### src/include/lgb_pkg.sv
// Constants and carrier types of the link pin back-channel block
package lgb_pkg;
  // Register offsets
  localparam logic [7:0] LGB_OFS_PIN9_CFG  = 8'h1a;
  localparam logic [7:0] LGB_OFS_LINK0_CFG = 8'h1d;
  localparam logic [7:0] LGB_OFS_LINK12_CFG = 8'h1e;
  localparam logic [7:0] LGB_OFS_LINK3_CFG = 8'h1f;
  localparam logic [7:0] LGB_OFS_LOC56_CFG = 8'h20;
  localparam logic [7:0] LGB_OFS_LOC78_CFG = 8'h21;
  localparam logic [7:0] LGB_OFS_RATE      = 8'h23;
  localparam logic [7:0] LGB_OFS_PORT_SEL  = 8'h34;
  localparam logic [7:0] LGB_OFS_FAST_CTL  = 8'h43;
  localparam logic [7:0] LGB_OFS_STAT_LO   = 8'h6e;
  localparam logic [7:0] LGB_OFS_STAT_HI   = 8'h6f;
  // Field positions
  localparam int LGB_RATE_DIV_BIT   = 6;
  localparam int LGB_RATE_HS_BIT    = 4;
  localparam int LGB_PSEL_P0_BIT    = 0;
  localparam int LGB_PSEL_P1_BIT    = 1;
  localparam int LGB_STAT_LOC_LSB   = 5;
  localparam int LGB_STAT_PIN9_BIT  = 1;
  localparam int LGB_STAT_PIN8_BIT  = 0;
  // Pin nibble codes
  localparam logic [3:0] LGB_CFG_FWD    = 4'h5;
  localparam logic [3:0] LGB_CFG_BC_IN  = 4'h3;
  localparam logic [3:0] LGB_CFG_OUT_LO = 4'h1;
  localparam logic [3:0] LGB_CFG_OUT_HI = 4'h9;
  // Fast channel modes and samples per frame
  localparam logic [2:0] LGB_FAST_NORMAL = 3'h0;
  localparam logic [2:0] LGB_FAST_FOUR   = 3'h3;
  localparam logic [2:0] LGB_FAST_TWO    = 3'h2;
  localparam logic [2:0] LGB_FAST_ONE    = 3'h1;
  localparam logic [3:0] LGB_SPF_NORMAL  = 4'h1;
  localparam logic [3:0] LGB_SPF_FOUR    = 4'h6;
  localparam logic [3:0] LGB_SPF_TWO     = 4'ha;
  localparam logic [3:0] LGB_SPF_ONE     = 4'hf;
  // Oscillator divider terminal counts: divide by 4, 2, 1
  localparam logic [1:0] LGB_DIV_SLOW = 2'h3;
  localparam logic [1:0] LGB_DIV_MID  = 2'h1;
  localparam logic [1:0] LGB_DIV_FAST = 2'h0;
  // Reset values
  localparam logic [1:0] LGB_RST_PSEL = 2'h1;
  localparam logic [3:0] LGB_RST_CFG  = 4'h0;
  localparam logic [2:0] LGB_RST_FAST = 3'h0;
  localparam logic       LGB_RST_DIV  = 1'b0;
  // Back-channel buffer
  localparam int LGB_FIFO_DEPTH = 16;

  typedef struct packed {
    logic fwd_out;
    logic bc_in;
    logic local_drive;
    logic local_level;
  } lgb_pin_mode_t;

  typedef struct packed {
    logic       port;
    logic       frame_start;
    logic [3:0] pins;
  } lgb_bc_word_t;

  typedef enum logic [1:0] {
    LGB_SMP_WAIT  = 2'b01,
    LGB_SMP_PORT1 = 2'b10
  } lgb_smp_state_t;
endpackage

### src/rtl/lgb_link_gpio.sv
// Link pin control, local register pins and back-channel sampler with its buffer
// Contract
// - Link pins: forward output or back-channel input
// - Port-select field routes shared config accesses
// - Both selected: read port1, write both
// - Secondary pins operate only in two-lane
// - Code 0x5 forward, 0x3 back-channel input
// - Adopt 18-bit colour sent by serializer
// - Pin levels readable; local output mode allowed
// - Divider bit: oscillator divide 4 or 2
// - High-speed bit forces divide by one; strap
// - Fast mode field sets pins, samples per frame
// - Fast modes drop identity, capability, lock signalling
// - Pins 5-8 are register-only pins
// - Register pin overrides shared audio input
// - Local pin state stays local
// - Local nibble: 0x1 low, 0x9 high, 0x3 input
// - Input levels reported in read-only status
`timescale 1ns/1ps
`default_nettype none

module lgb_fifo #(
  parameter int WIDTH = 6,
  parameter int DEPTH = 16
) (
  // Clock and reset
  input  wire logic             clk,
  input  wire logic             reset_n,
  // Fill side
  input  wire logic             in_valid,
  output logic                  in_ready,
  input  wire logic [WIDTH-1:0] in_data,
  // Drain side
  output logic                  out_valid,
  input  wire logic             out_ready,
  output logic [WIDTH-1:0]      out_data
);
  localparam int AW = $clog2(DEPTH);

  logic [WIDTH-1:0] mem_r [DEPTH];
  logic [AW:0]      wr_ptr_r;
  logic [AW:0]      rd_ptr_r;
  wire              push;
  wire              pop;

  assign in_ready  = (wr_ptr_r[AW] == rd_ptr_r[AW]) || (wr_ptr_r[AW-1:0] != rd_ptr_r[AW-1:0]);
  assign out_valid = (wr_ptr_r != rd_ptr_r);
  assign push      = in_valid && in_ready;
  assign pop       = out_valid && out_ready;
  assign out_data  = mem_r[rd_ptr_r[AW-1:0]];

  always_ff @(posedge clk) begin
    if (push) begin
      mem_r[wr_ptr_r[AW-1:0]] <= in_data;
    end
  end

  always_ff @(posedge clk or negedge reset_n) begin
    if (!reset_n) begin
      wr_ptr_r <= '0;
      rd_ptr_r <= '0;
    end else begin
      if (push) wr_ptr_r <= wr_ptr_r + 1'b1;
      if (pop) rd_ptr_r <= rd_ptr_r + 1'b1;
    end
  end
endmodule

module lgb_link_gpio (
  // Clock and reset
  input  wire logic                clk,
  input  wire logic                reset_n,
  // Register access
  input  wire logic                reg_wr_en,
  input  wire logic                reg_rd_en,
  input  wire logic [7:0]          reg_addr,
  input  wire logic [7:0]          reg_wdata,
  output logic [7:0]               reg_rdata,
  output logic                     reg_rd_valid,
  // Link state
  input  wire logic                two_lane_mode,
  input  wire logic                power_down_input,
  input  wire logic                strap_config_input,
  // Forward channel from the serializer
  input  wire logic                fwd_valid,
  input  wire logic [1:0][3:0]     fwd_value,
  input  wire logic                fwd_color_18bit,
  output logic                     color_18bit_mode,
  // Link pins, index 0 primary port, 1 secondary port
  input  wire logic [1:0][3:0]     link_pin_in,
  output logic [1:0][3:0]          link_pin_out,
  output logic [1:0][3:0]          link_pin_oe,
  // Local register pins, index 0..3 pins 5..8, index 4 pin 9
  input  wire logic [4:0]          local_pin_in,
  output logic [4:0]               local_pin_out,
  output logic [4:0]               local_pin_oe,
  // Audio inputs sharing pads with pins 5..8
  output logic [3:0]               audio_data_out,
  // Back channel
  output logic                     bc_word_valid,
  input  wire logic                bc_word_ready,
  output lgb_pkg::lgb_bc_word_t    bc_word,
  output logic                     bc_status_enable,
  output logic                     bc_bit_tick
);
  import lgb_pkg::*;

  function automatic lgb_pin_mode_t pin_mode(input logic [3:0] nib);
    lgb_pin_mode_t m;
    m.fwd_out     = (nib == LGB_CFG_FWD);
    m.bc_in       = (nib == LGB_CFG_BC_IN);
    m.local_drive = (nib == LGB_CFG_OUT_LO) || (nib == LGB_CFG_OUT_HI);
    m.local_level = (nib == LGB_CFG_OUT_HI);
    return m;
  endfunction

  // Control registers
  logic [1:0][3:0][3:0] cfg_r;
  logic [4:0][3:0]      loc_r;
  logic                 rate_div_r;
  logic                 rate_hs_r;
  logic [1:0]           psel_r;
  logic [2:0]           fast_r;
  logic                 boot_r;
  logic [1:0][3:0]      fwd_hold_r;
  logic [7:0]           rdata_r;
  logic                 rd_valid_r;

  // Write decode
  wire wr_pin9   = reg_wr_en && (reg_addr == LGB_OFS_PIN9_CFG);
  wire wr_link0  = reg_wr_en && (reg_addr == LGB_OFS_LINK0_CFG);
  wire wr_link12 = reg_wr_en && (reg_addr == LGB_OFS_LINK12_CFG);
  wire wr_link3  = reg_wr_en && (reg_addr == LGB_OFS_LINK3_CFG);
  wire wr_loc56  = reg_wr_en && (reg_addr == LGB_OFS_LOC56_CFG);
  wire wr_loc78  = reg_wr_en && (reg_addr == LGB_OFS_LOC78_CFG);
  wire wr_rate   = reg_wr_en && (reg_addr == LGB_OFS_RATE);
  wire wr_psel   = reg_wr_en && (reg_addr == LGB_OFS_PORT_SEL);
  wire wr_fast   = reg_wr_en && (reg_addr == LGB_OFS_FAST_CTL);

  // Shared link registers read from port 1 whenever its select bit is set
  wire          rd_port = psel_r[LGB_PSEL_P1_BIT];
  wire [3:0][3:0] rd_cfg = cfg_r[rd_port];

  // Port-select, rate and fast channel registers
  always_ff @(posedge clk or negedge reset_n) begin
    if (!reset_n) begin
      psel_r     <= LGB_RST_PSEL;
      rate_div_r <= LGB_RST_DIV;
      rate_hs_r  <= 1'b0;
      fast_r     <= LGB_RST_FAST;
      boot_r     <= 1'b1;
    end else begin
      boot_r <= 1'b0;
      if (wr_psel) psel_r <= reg_wdata[1:0];
      if (wr_fast) fast_r <= reg_wdata[2:0];
      if (wr_rate) begin
        rate_div_r <= reg_wdata[LGB_RATE_DIV_BIT];
        rate_hs_r  <= reg_wdata[LGB_RATE_HS_BIT];
      end else if (boot_r) begin
        rate_hs_r <= strap_config_input;
      end
    end
  end

  // Link pin configuration, one copy per port
  genvar p;
  genvar i;
  generate
    for (p = 0; p < 2; p++) begin : g_port
      always_ff @(posedge clk or negedge reset_n) begin
        if (!reset_n) begin
          cfg_r[p] <= {4{LGB_RST_CFG}};
        end else if (psel_r[p]) begin
          if (wr_link0) cfg_r[p][0] <= reg_wdata[3:0];
          if (wr_link12) begin
            cfg_r[p][1] <= reg_wdata[3:0];
            cfg_r[p][2] <= reg_wdata[7:4];
          end
          if (wr_link3) cfg_r[p][3] <= reg_wdata[3:0];
        end
      end

      // Secondary port pins stay idle outside two-lane operation
      wire port_on = !power_down_input && ((p == 0) || two_lane_mode);

      for (i = 0; i < 4; i++) begin : g_pin
        lgb_pin_mode_t m;
        logic          out_r;
        logic          oe_r;
        assign m = pin_mode(cfg_r[p][i]);
        always_ff @(posedge clk or negedge reset_n) begin
          if (!reset_n) begin
            out_r <= 1'b0;
            oe_r  <= 1'b0;
          end else begin
            oe_r  <= port_on && (m.fwd_out || m.local_drive);
            out_r <= m.fwd_out ? fwd_hold_r[p][i] : m.local_level;
          end
        end
        assign link_pin_out[p][i] = out_r;
        assign link_pin_oe[p][i]  = oe_r;
      end
    end
  endgenerate

  // Forward-channel values and colour depth loaded from the serializer
  logic color_r;
  always_ff @(posedge clk or negedge reset_n) begin
    if (!reset_n) begin
      fwd_hold_r <= '0;
      color_r    <= 1'b0;
    end else if (fwd_valid) begin
      fwd_hold_r <= fwd_value;
      color_r    <= fwd_color_18bit;
    end
  end
  assign color_18bit_mode = color_r;

  // Local register pins; nothing here reaches the link
  always_ff @(posedge clk or negedge reset_n) begin
    if (!reset_n) begin
      loc_r <= {5{LGB_RST_CFG}};
    end else begin
      if (wr_loc56) begin
        loc_r[0] <= reg_wdata[3:0];
        loc_r[1] <= reg_wdata[7:4];
      end
      if (wr_loc78) begin
        loc_r[2] <= reg_wdata[3:0];
        loc_r[3] <= reg_wdata[7:4];
      end
      if (wr_pin9) loc_r[4] <= reg_wdata[3:0];
    end
  end

  generate
    for (i = 0; i < 5; i++) begin : g_local
      lgb_pin_mode_t lm;
      logic          lout_r;
      logic          loe_r;
      assign lm = pin_mode(loc_r[i]);
      always_ff @(posedge clk or negedge reset_n) begin
        if (!reset_n) begin
          lout_r <= 1'b0;
          loe_r  <= 1'b0;
        end else begin
          loe_r  <= !power_down_input && lm.local_drive;
          lout_r <= lm.local_level;
        end
      end
      assign local_pin_out[i] = lout_r;
      assign local_pin_oe[i]  = loe_r;
      if (i < 4) begin : g_audio
        // An enabled register pin takes the pad away from the audio input
        wire taken = lm.local_drive || lm.bc_in;
        assign audio_data_out[i] = taken ? 1'b0 : local_pin_in[i];
      end
    end
  endgenerate

  // Read path
  wire [7:0] stat_lo = {local_pin_in[2:0], 1'b0, link_pin_in[rd_port]};
  wire [7:0] stat_hi = {6'h00, local_pin_in[4], local_pin_in[3]};
  wire [7:0] rate_rd = {1'b0, rate_div_r, 1'b0, rate_hs_r, 4'h0};
  wire [7:0] rd_mux =
    (reg_addr == LGB_OFS_PIN9_CFG)   ? {4'h0, loc_r[4]} :
    (reg_addr == LGB_OFS_LINK0_CFG)  ? {4'h0, rd_cfg[0]} :
    (reg_addr == LGB_OFS_LINK12_CFG) ? {rd_cfg[2], rd_cfg[1]} :
    (reg_addr == LGB_OFS_LINK3_CFG)  ? {4'h0, rd_cfg[3]} :
    (reg_addr == LGB_OFS_LOC56_CFG)  ? {loc_r[1], loc_r[0]} :
    (reg_addr == LGB_OFS_LOC78_CFG)  ? {loc_r[3], loc_r[2]} :
    (reg_addr == LGB_OFS_RATE)       ? rate_rd :
    (reg_addr == LGB_OFS_PORT_SEL)   ? {6'h00, psel_r} :
    (reg_addr == LGB_OFS_FAST_CTL)   ? {5'h00, fast_r} :
    (reg_addr == LGB_OFS_STAT_LO)    ? stat_lo :
    (reg_addr == LGB_OFS_STAT_HI)    ? stat_hi : 8'h00;

  always_ff @(posedge clk or negedge reset_n) begin
    if (!reset_n) begin
      rdata_r    <= 8'h00;
      rd_valid_r <= 1'b0;
    end else begin
      rd_valid_r <= reg_rd_en;
      if (reg_rd_en) rdata_r <= rd_mux;
    end
  end
  assign reg_rdata    = rdata_r;
  assign reg_rd_valid = rd_valid_r;

  // Back-channel rate divider on the oscillator (the block clock)
  logic [1:0]     div_cnt_r;
  lgb_smp_state_t state_r;
  logic [3:0]     spf_cnt_r;
  logic           fs_r;
  logic [3:0]     p1_sample_r;
  logic           fifo_in_ready;

  wire [1:0] div_term = rate_hs_r ? LGB_DIV_FAST : (rate_div_r ? LGB_DIV_MID : LGB_DIV_SLOW);
  wire       stall    = (state_r != LGB_SMP_WAIT) || !fifo_in_ready || power_down_input;
  wire       tick     = !stall && (div_cnt_r == div_term);

  always_ff @(posedge clk or negedge reset_n) begin
    if (!reset_n) begin
      div_cnt_r <= 2'h0;
    end else if (!stall) begin
      div_cnt_r <= tick ? 2'h0 : div_cnt_r + 2'h1;
    end
  end
  assign bc_bit_tick = tick;

  // Fast mode picks the pins carried and the samples per frame
  wire       mode_normal = (fast_r == LGB_FAST_NORMAL);
  wire       mode_four   = (fast_r == LGB_FAST_FOUR);
  wire       mode_two    = (fast_r == LGB_FAST_TWO);
  wire       mode_one    = (fast_r == LGB_FAST_ONE);
  wire       gpio_mode   = mode_normal || mode_four || mode_two || mode_one;
  wire [3:0] pin_mask    = mode_two ? 4'h3 : (mode_one ? 4'h1 : 4'hf);
  wire [3:0] spf         = mode_four ? LGB_SPF_FOUR :
                           mode_two ? LGB_SPF_TWO :
                           mode_one ? LGB_SPF_ONE : LGB_SPF_NORMAL;

  // Identity, capability and lock signalling only in normal mode
  assign bc_status_enable = mode_normal;

  // Per-port sample of the pins set as back-channel inputs
  logic [1:0][3:0] bc_sample;
  generate
    for (p = 0; p < 2; p++) begin : g_smp
      for (i = 0; i < 4; i++) begin : g_bit
        lgb_pin_mode_t sm;
        assign sm = pin_mode(cfg_r[p][i]);
        assign bc_sample[p][i] = sm.bc_in && pin_mask[i] && link_pin_in[p][i];
      end
    end
  endgenerate

  wire push0 = tick && gpio_mode;
  wire push1 = (state_r == LGB_SMP_PORT1) && fifo_in_ready;
  wire frame_start = (spf_cnt_r == 4'h0);

  always_ff @(posedge clk or negedge reset_n) begin
    if (!reset_n) begin
      spf_cnt_r <= 4'h0;
    end else if (wr_fast) begin
      spf_cnt_r <= 4'h0;
    end else if (push0) begin
      spf_cnt_r <= (spf_cnt_r == spf - 4'h1) ? 4'h0 : spf_cnt_r + 4'h1;
    end
  end

  always_ff @(posedge clk or negedge reset_n) begin
    if (!reset_n) begin
      fs_r        <= 1'b0;
      p1_sample_r <= 4'h0;
    end else if (push0) begin
      fs_r        <= frame_start;
      p1_sample_r <= bc_sample[1];
    end
  end

  lgb_smp_state_t state_nxt;
  always_comb begin
    state_nxt = state_r;
    case (state_r)
      LGB_SMP_WAIT: begin
        if (push0 && two_lane_mode) state_nxt = LGB_SMP_PORT1;
      end
      LGB_SMP_PORT1: begin
        if (fifo_in_ready) state_nxt = LGB_SMP_WAIT;
      end
      default: state_nxt = LGB_SMP_WAIT;
    endcase
  end

  always_ff @(posedge clk or negedge reset_n) begin
    if (!reset_n) state_r <= LGB_SMP_WAIT;
    else state_r <= state_nxt;
  end

  lgb_bc_word_t w0;
  lgb_bc_word_t w1;
  lgb_bc_word_t fifo_out;
  assign w0 = '{port: 1'b0, frame_start: frame_start, pins: bc_sample[0]};
  assign w1 = '{port: 1'b1, frame_start: fs_r, pins: p1_sample_r};

  lgb_fifo #(
    .WIDTH ($bits(lgb_bc_word_t)),
    .DEPTH (LGB_FIFO_DEPTH)
  ) u_fifo (
    .clk       (clk),
    .reset_n   (reset_n),
    .in_valid  (push0 || push1),
    .in_ready  (fifo_in_ready),
    .in_data   (push1 ? w1 : w0),
    .out_valid (bc_word_valid),
    .out_ready (bc_word_ready),
    .out_data  (fifo_out)
  );
  assign bc_word = fifo_out;
endmodule

`default_nettype wire

### config.mk
export PLATFORM = sky130hd
export DESIGN_NAME = lgb_link_gpio
export DESIGN_NICKNAME = d
export VERILOG_FILES = /design/src/include/lgb_pkg.sv /design/src/rtl/lgb_link_gpio.sv
export SDC_FILE = /design/constraint.sdc
export NUM_CORES = 1
export LEC_CHECK = 0
export ABC_AREA = 1
export BUFFER_PORTS_ARGS = -buffer_cell sky130_fd_sc_hd__buf_2
export CORE_MARGIN = 4
export CORE_UTILIZATION = 36
export DETAILED_ROUTE_END_ITERATION = 7
export MAX_ROUTING_LAYER = met4
export RECOVER_POWER = 25
export SLEW_MARGIN = 0
export SYNTH_ARGS = -nofsm -noshare
export SYNTH_HDL_FRONTEND = slang
export SYNTH_SLANG_ARGS = --single-unit
### constraint.sdc
create_clock -name clk -period 4.8 [get_ports clk]
set_input_delay 0.72 -clock clk [delete_from_list [all_inputs] [get_ports clk]]
set_output_delay 0.72 -clock clk [all_outputs]
set_load 0.02 [all_outputs]
After elaboration in Yosys (flattened, before gate mapping). Memories as Yosys holds them, arrays and structs flattened. Cells that the tools add are included. Widths: inputs -> output; s select.

Register bits: 127. Latch bits: 0. Memory bits (writable): 96. Bits in read-only memories: 0. Input port bits: 47. Output and inout port bits: 49. Word-level logic and storage cells: 270. Memories: 1.

Memories: u_fifo.mem_r (depth 16, width 6, rd ports 1, clocked after memory_dff 0, write ports 1, RTL line lgb_link_gpio.sv:40) `logic [WIDTH-1:0] mem_r [DEPTH];`.

$add $sub $neg: 5. $mul: 0. Divide/modulo/power cells: 0. $lt $le $gt $ge: 1. Equality and inequality tests: 70. Shifts and indexed selects: 0. Muxes and demuxes: 46. Bitwise operators: 0. Reduce and logical (&&, ||, !) cells: 91.

Operators with widths (count): $mux 8 (10); $eq 4x1->1 const B (13); $eq 4x4->1 const B (13); $eq 4x2->1 const B (12); $logic_and 1x1->1 (45); $mux 4 (10); $eq 4x3->1 const B (8); $eq 8x5->1 const B (4); $eq 8x6->1 const B (4); $logic_or 1x1->1 (32); $mux 16 (2); $eq 8x7->1 const B (3); $mux 1 (16); $reduce_and 2->1 (7); $mux 2 (6); $add 5x1->5 const B (2); $eq 3x2->1 const B (2); $mux 6 (1); $ne 5x5->1 (1); $add 4x1->4 const B (1); $eq 4x4->1 (1); $logic_not 4->1 (1); $ne 2x2->1 const B (2); $ne 4x4->1 (1); 13 further kinds (16).

Depth between registers and ports, before layout.
Depth after elaboration: 12. Gate-level depth with buffers: 15. Gate-level depth less buffers: 15.

Hierarchy. From an unflattened synthesis, not the netlist that was laid out.

Cells, all modules: 1179. Area total of the unflattened synthesis: 10647.7 um^2.

Modules (own cells, without submodules): lgb_link_gpio (instances 1, cells each 730, area an instance 5989.5 um^2, sequential area each 2931.6 um^2); lgb_fifo (instances 1, cells each 449, area an instance 4658.2 um^2, sequential area each 3133.0 um^2).

Worst setup path before layout. OpenSTA, ideal clock, no wires.

Kind: register to output. Start: reg u_fifo.rd_ptr_r[0]. End: out bc_word[0] (netlist name). Data arrival time: 1.433 ns. Required time: 4.080 ns. Path slack: 2.647 ns. Cell stages (with the launch flop): 8. Path buffers: 3. Path through: dfrtp_1 buf_6 buf_2 buf_2 nor2_1 o32ai_1 nand2_1 nand3_1.

RTL lines: from (decl) (RTL line lgb_link_gpio.sv:42) `logic [AW:0] rd_ptr_r;`; from (signal assigned) (RTL line lgb_link_gpio.sv:64) `if (pop) rd_ptr_r <= rd_ptr_r + 1'b1;`; to (decl) (RTL line lgb_link_gpio.sv:102) `output lgb_pkg::lgb_bc_word_t bc_word,`.

==> summary.txt <==
Clocking
  – Hold Buf Count CTS: 0
  – Clk sink count: 223
  – Post-cts resize count: 0
  – Clock transition at the registers of the reported paths: 0.06 ns
  – Root buf cell: clkbuf_16
  – Clk buf depth: 3
  – Post-CTS Setup Bufs: 0
  – Num CTS Buffers: 23
  – H-tree depth: 1
  – Latest clock arrival within the worst-skew pair: 0.52 ns
  – CTS tree: done

Detailed routing
  – Drt first pass iters: 5
  – Routed length per instance: 17.3 microns
  – Via density: 4.98
  – Vias: 7693
  – Total wire length: 26.8 mm
  – Post-route ant nets: 0
  – Residual DRC: 0
  – Iteration-0 DRC Markers: 643

Placed design
  – Port Buf Inserts: 95
  – Routability congestion estimate: 0.921
  – Detail Placement HPWL: 19.1 mm
  – Pre-CTS setup slack: 2.04 ns

Critical path
  – WP data required: 4.08 ns
  – WS Path Type: reg2out
  – Worst Setup End Kind: output pin
  – CP Max Fanout: 40
  – Crit path launch type: flop
  – Cells along the critical path: inv_1, nor2_1, o221ai_1, nand3_1, nand3_1, buf_2
  – Crit-path most repeated cell: nand3_1
  – Reg2Reg Setup Slack: 2.04 ns
  – WP data arrival: 2.53 ns
  – Max incr delay on CP: 0.83 ns
  – Crit-path slowest cell: inv_1

Logic synthesis
  – Synth area leader: dfrtp_1
  – Top cells by area, synth: dfrtp_1 (30%), edfxtp_1 (28%), nand2_1 (8.1%)
  – #FFs+latches synth: 223
  – Synth cell count leaders: nand2_1 (224), o21ai_0 (130), dfrtp_1 (124)
  – Net Count, Synth: 1136
  – Synth Cell Area: 10300 sq um
  – Post-synth ARST share: 57.0%
  – Yosys top cell area share: 30.0%
  – Yosys cell types: 48
  – Warnings from Yosys: 0
  – Post-synth EDFFs: 96
  – Primary FF master, synth: dfrtp_1
  – Post-synthesis sequential area ratio: 58.6%
  – Cell with the most instances after synthesis: nand2_1
  – Gate Count Post-Synth: 1081
  – Syn avg cell area: 9.57 sq um

Cells and area
  – Multi-input logic area: 3470 sq um
  – ANT cells: 0
  – Fin util: 41.7%
  – Layout area overhead: 13.1%
  – Filler Cell Count: 2828
  – Nets: 1205
  – Share of cells above drive strength 1: 14.4%
  – Register area: 6060 sq um

STA
  – Final Skew: 0.0197 ns
  – Endpoints failing setup: 0
  – Max-slew violation count: 92
  – Setup TNS: 0 ns
  – RSZ-0062 raised after global routing: no
  – Final hold violation count: 0
  – Slew HR: -52.7%
  – Post-layout min period: 3.25 ns
  – Final Cycle Share: 67.7%
  – Max frequency: 308 MHz
  – Worst Max-Slew Pin Slew: 2.29 ns
  – Setup WS post-layout: 1.55 ns

Die
  – DIE HEIGHT: 178 microns
  – Core area: 28100 sq um
  – Full die area: 31500 sq um
  – Row count: 61
  – Top-Level Pins: 96
  – Die Wd: 178 microns
  – Effective utilization at floorplan: 36.8%

GRT
  – Largest net degree at the start of global routing: 92
  – First-pass GRT wire length: 42.0 mm
  – GRT overflow: 0
  – Antenna violations before repair: 0
  – Global Route Usage Sum: 17.5%
  – Vias in the first global route: 7525

Job
  – Max-cap viol count: 1

Status
  – Status: finished with violations
  – Failing checks: capacitance limit, slew limit

Worst hold path
  – Hold/Removal Path Class: in2reg

Power and ir drop
  – Leak: 4.96 nW
  – Power Total: 4.93 mW
  – VDD IR-drop max: 0.256 mV
  – PD cells: 422 nW/um^2
sequential cells by signal, summed over array words and instances (netlist names):
signal and flops:
rate_hs_r 1, psel_r 2, rate_div_r 1, g_port.g_pin.oe_r 8, spf_cnt_r 4, u_fifo.mem_r 96, u_fifo.rd_ptr_r 5, fast_r 3
boot_r 1, loc_r 20, reg_rd_valid 1, fs_r 1, g_port.g_pin.out_r 8, div_cnt_r 2, p1_sample_r 4, fwd_hold_r 8
u_fifo.wr_ptr_r 5, g_local.loe_r 5, state_r 2, reg_rdata 8, g_local.lout_r 5, color_18bit_mode 1, cfg_r 32
final cells by class:
class	count	area share, %
Clock buffer	34	5.61
Tap cell	378	4.04
Sequential cell	223	51.8
Inverter	114	3.66
Multi-Input combinational cell	684	29.7
Timing Repair Buffer	104	4.61
Clock inverter	8	0.599
power breakdown:
group          switching (mW)  internal (mW)  total, mW
logic                   0.681          0.342       1.02
registers              0.0906           2.08       2.17
clock network           0.737           1.00       1.74
total                    1.51           3.43       4.93
worst max-delay path: cells and delay by family (launching register included):
kind,cells,cell delay [ns]
simple gates,3,0.39
buf+inv,2,1.00
flops,1,0.38
compound gates,1,0.26
cell usage in the layout (no fill, tap or decap), types with 9 or more instances in the layout:
master     instances
dfrtp_1          124
nand3_1           56
clkbuf_1          10
nor3_1            11
clkbuf_16         23
nand2_1          224
buf_2             91
xor2_1            15
o221ai_1           9
buf_4              9
inv_1            109
edfxtp_1          96
mux2i_1           11
o32ai_1           15
o21ai_1           13
o21ai_0          130
nor2_1           118
metal layers:
layer	global-route usage (%)	up-vias	share of wire [%]
li1	-	3731	-
met1	22.9	3720	44
met2	28.9	204	49
met3	2.81	38	5.2
met4	3.71	0	2.0
met5	-	-	0
stage by stage:
step | instances | hold WS, ns | area (sq um)
finish | 1545 | 0.409 | 11700
global route | 1545 | 0.407 | 11700
CTS | 1545 | 0.312 | 11700
detailed placement | 1503 | 0.467 | 11000
global placement | 1503 | 0.465 | 11000
floorplan | 1081 | 0.424 | 10300
logic make-up (layout without fill, tap and decap cells):
kind of cell               after synthesis  count (layout)  share of synthesized area, %
buffers and inverters                  174             260                          7.81
AOI/OAI and AO/OA                      196             196                          10.9
DFF                                    223             223                          58.6
and+or+nand+nor                        445             445                          18.5
other                                    1               1                        0.0363
xor gates and xnor gates                19              19                          1.61
muxes                                   15              15                          1.50
adders and majority gates                8               8                         0.968
worst paths after layout:
kind,depth (start not counted),start,end
worst min-delay path,2,two_lane_mode,state_r[0]
worst max register to register,8,u_fifo.rd_ptr_r[0],u_fifo.mem_r[1][5]
min in group asynchronous,1,reset_n,g_local[1].lout_r
max in group asynchronous,2,reset_n,psel_r[0]
worst min register to register,1,div_cnt_r[1],div_cnt_r[1]
worst max-delay path,6,u_fifo.rd_ptr_r[0],bc_word[4]
(Power assumes the default switching activity.)
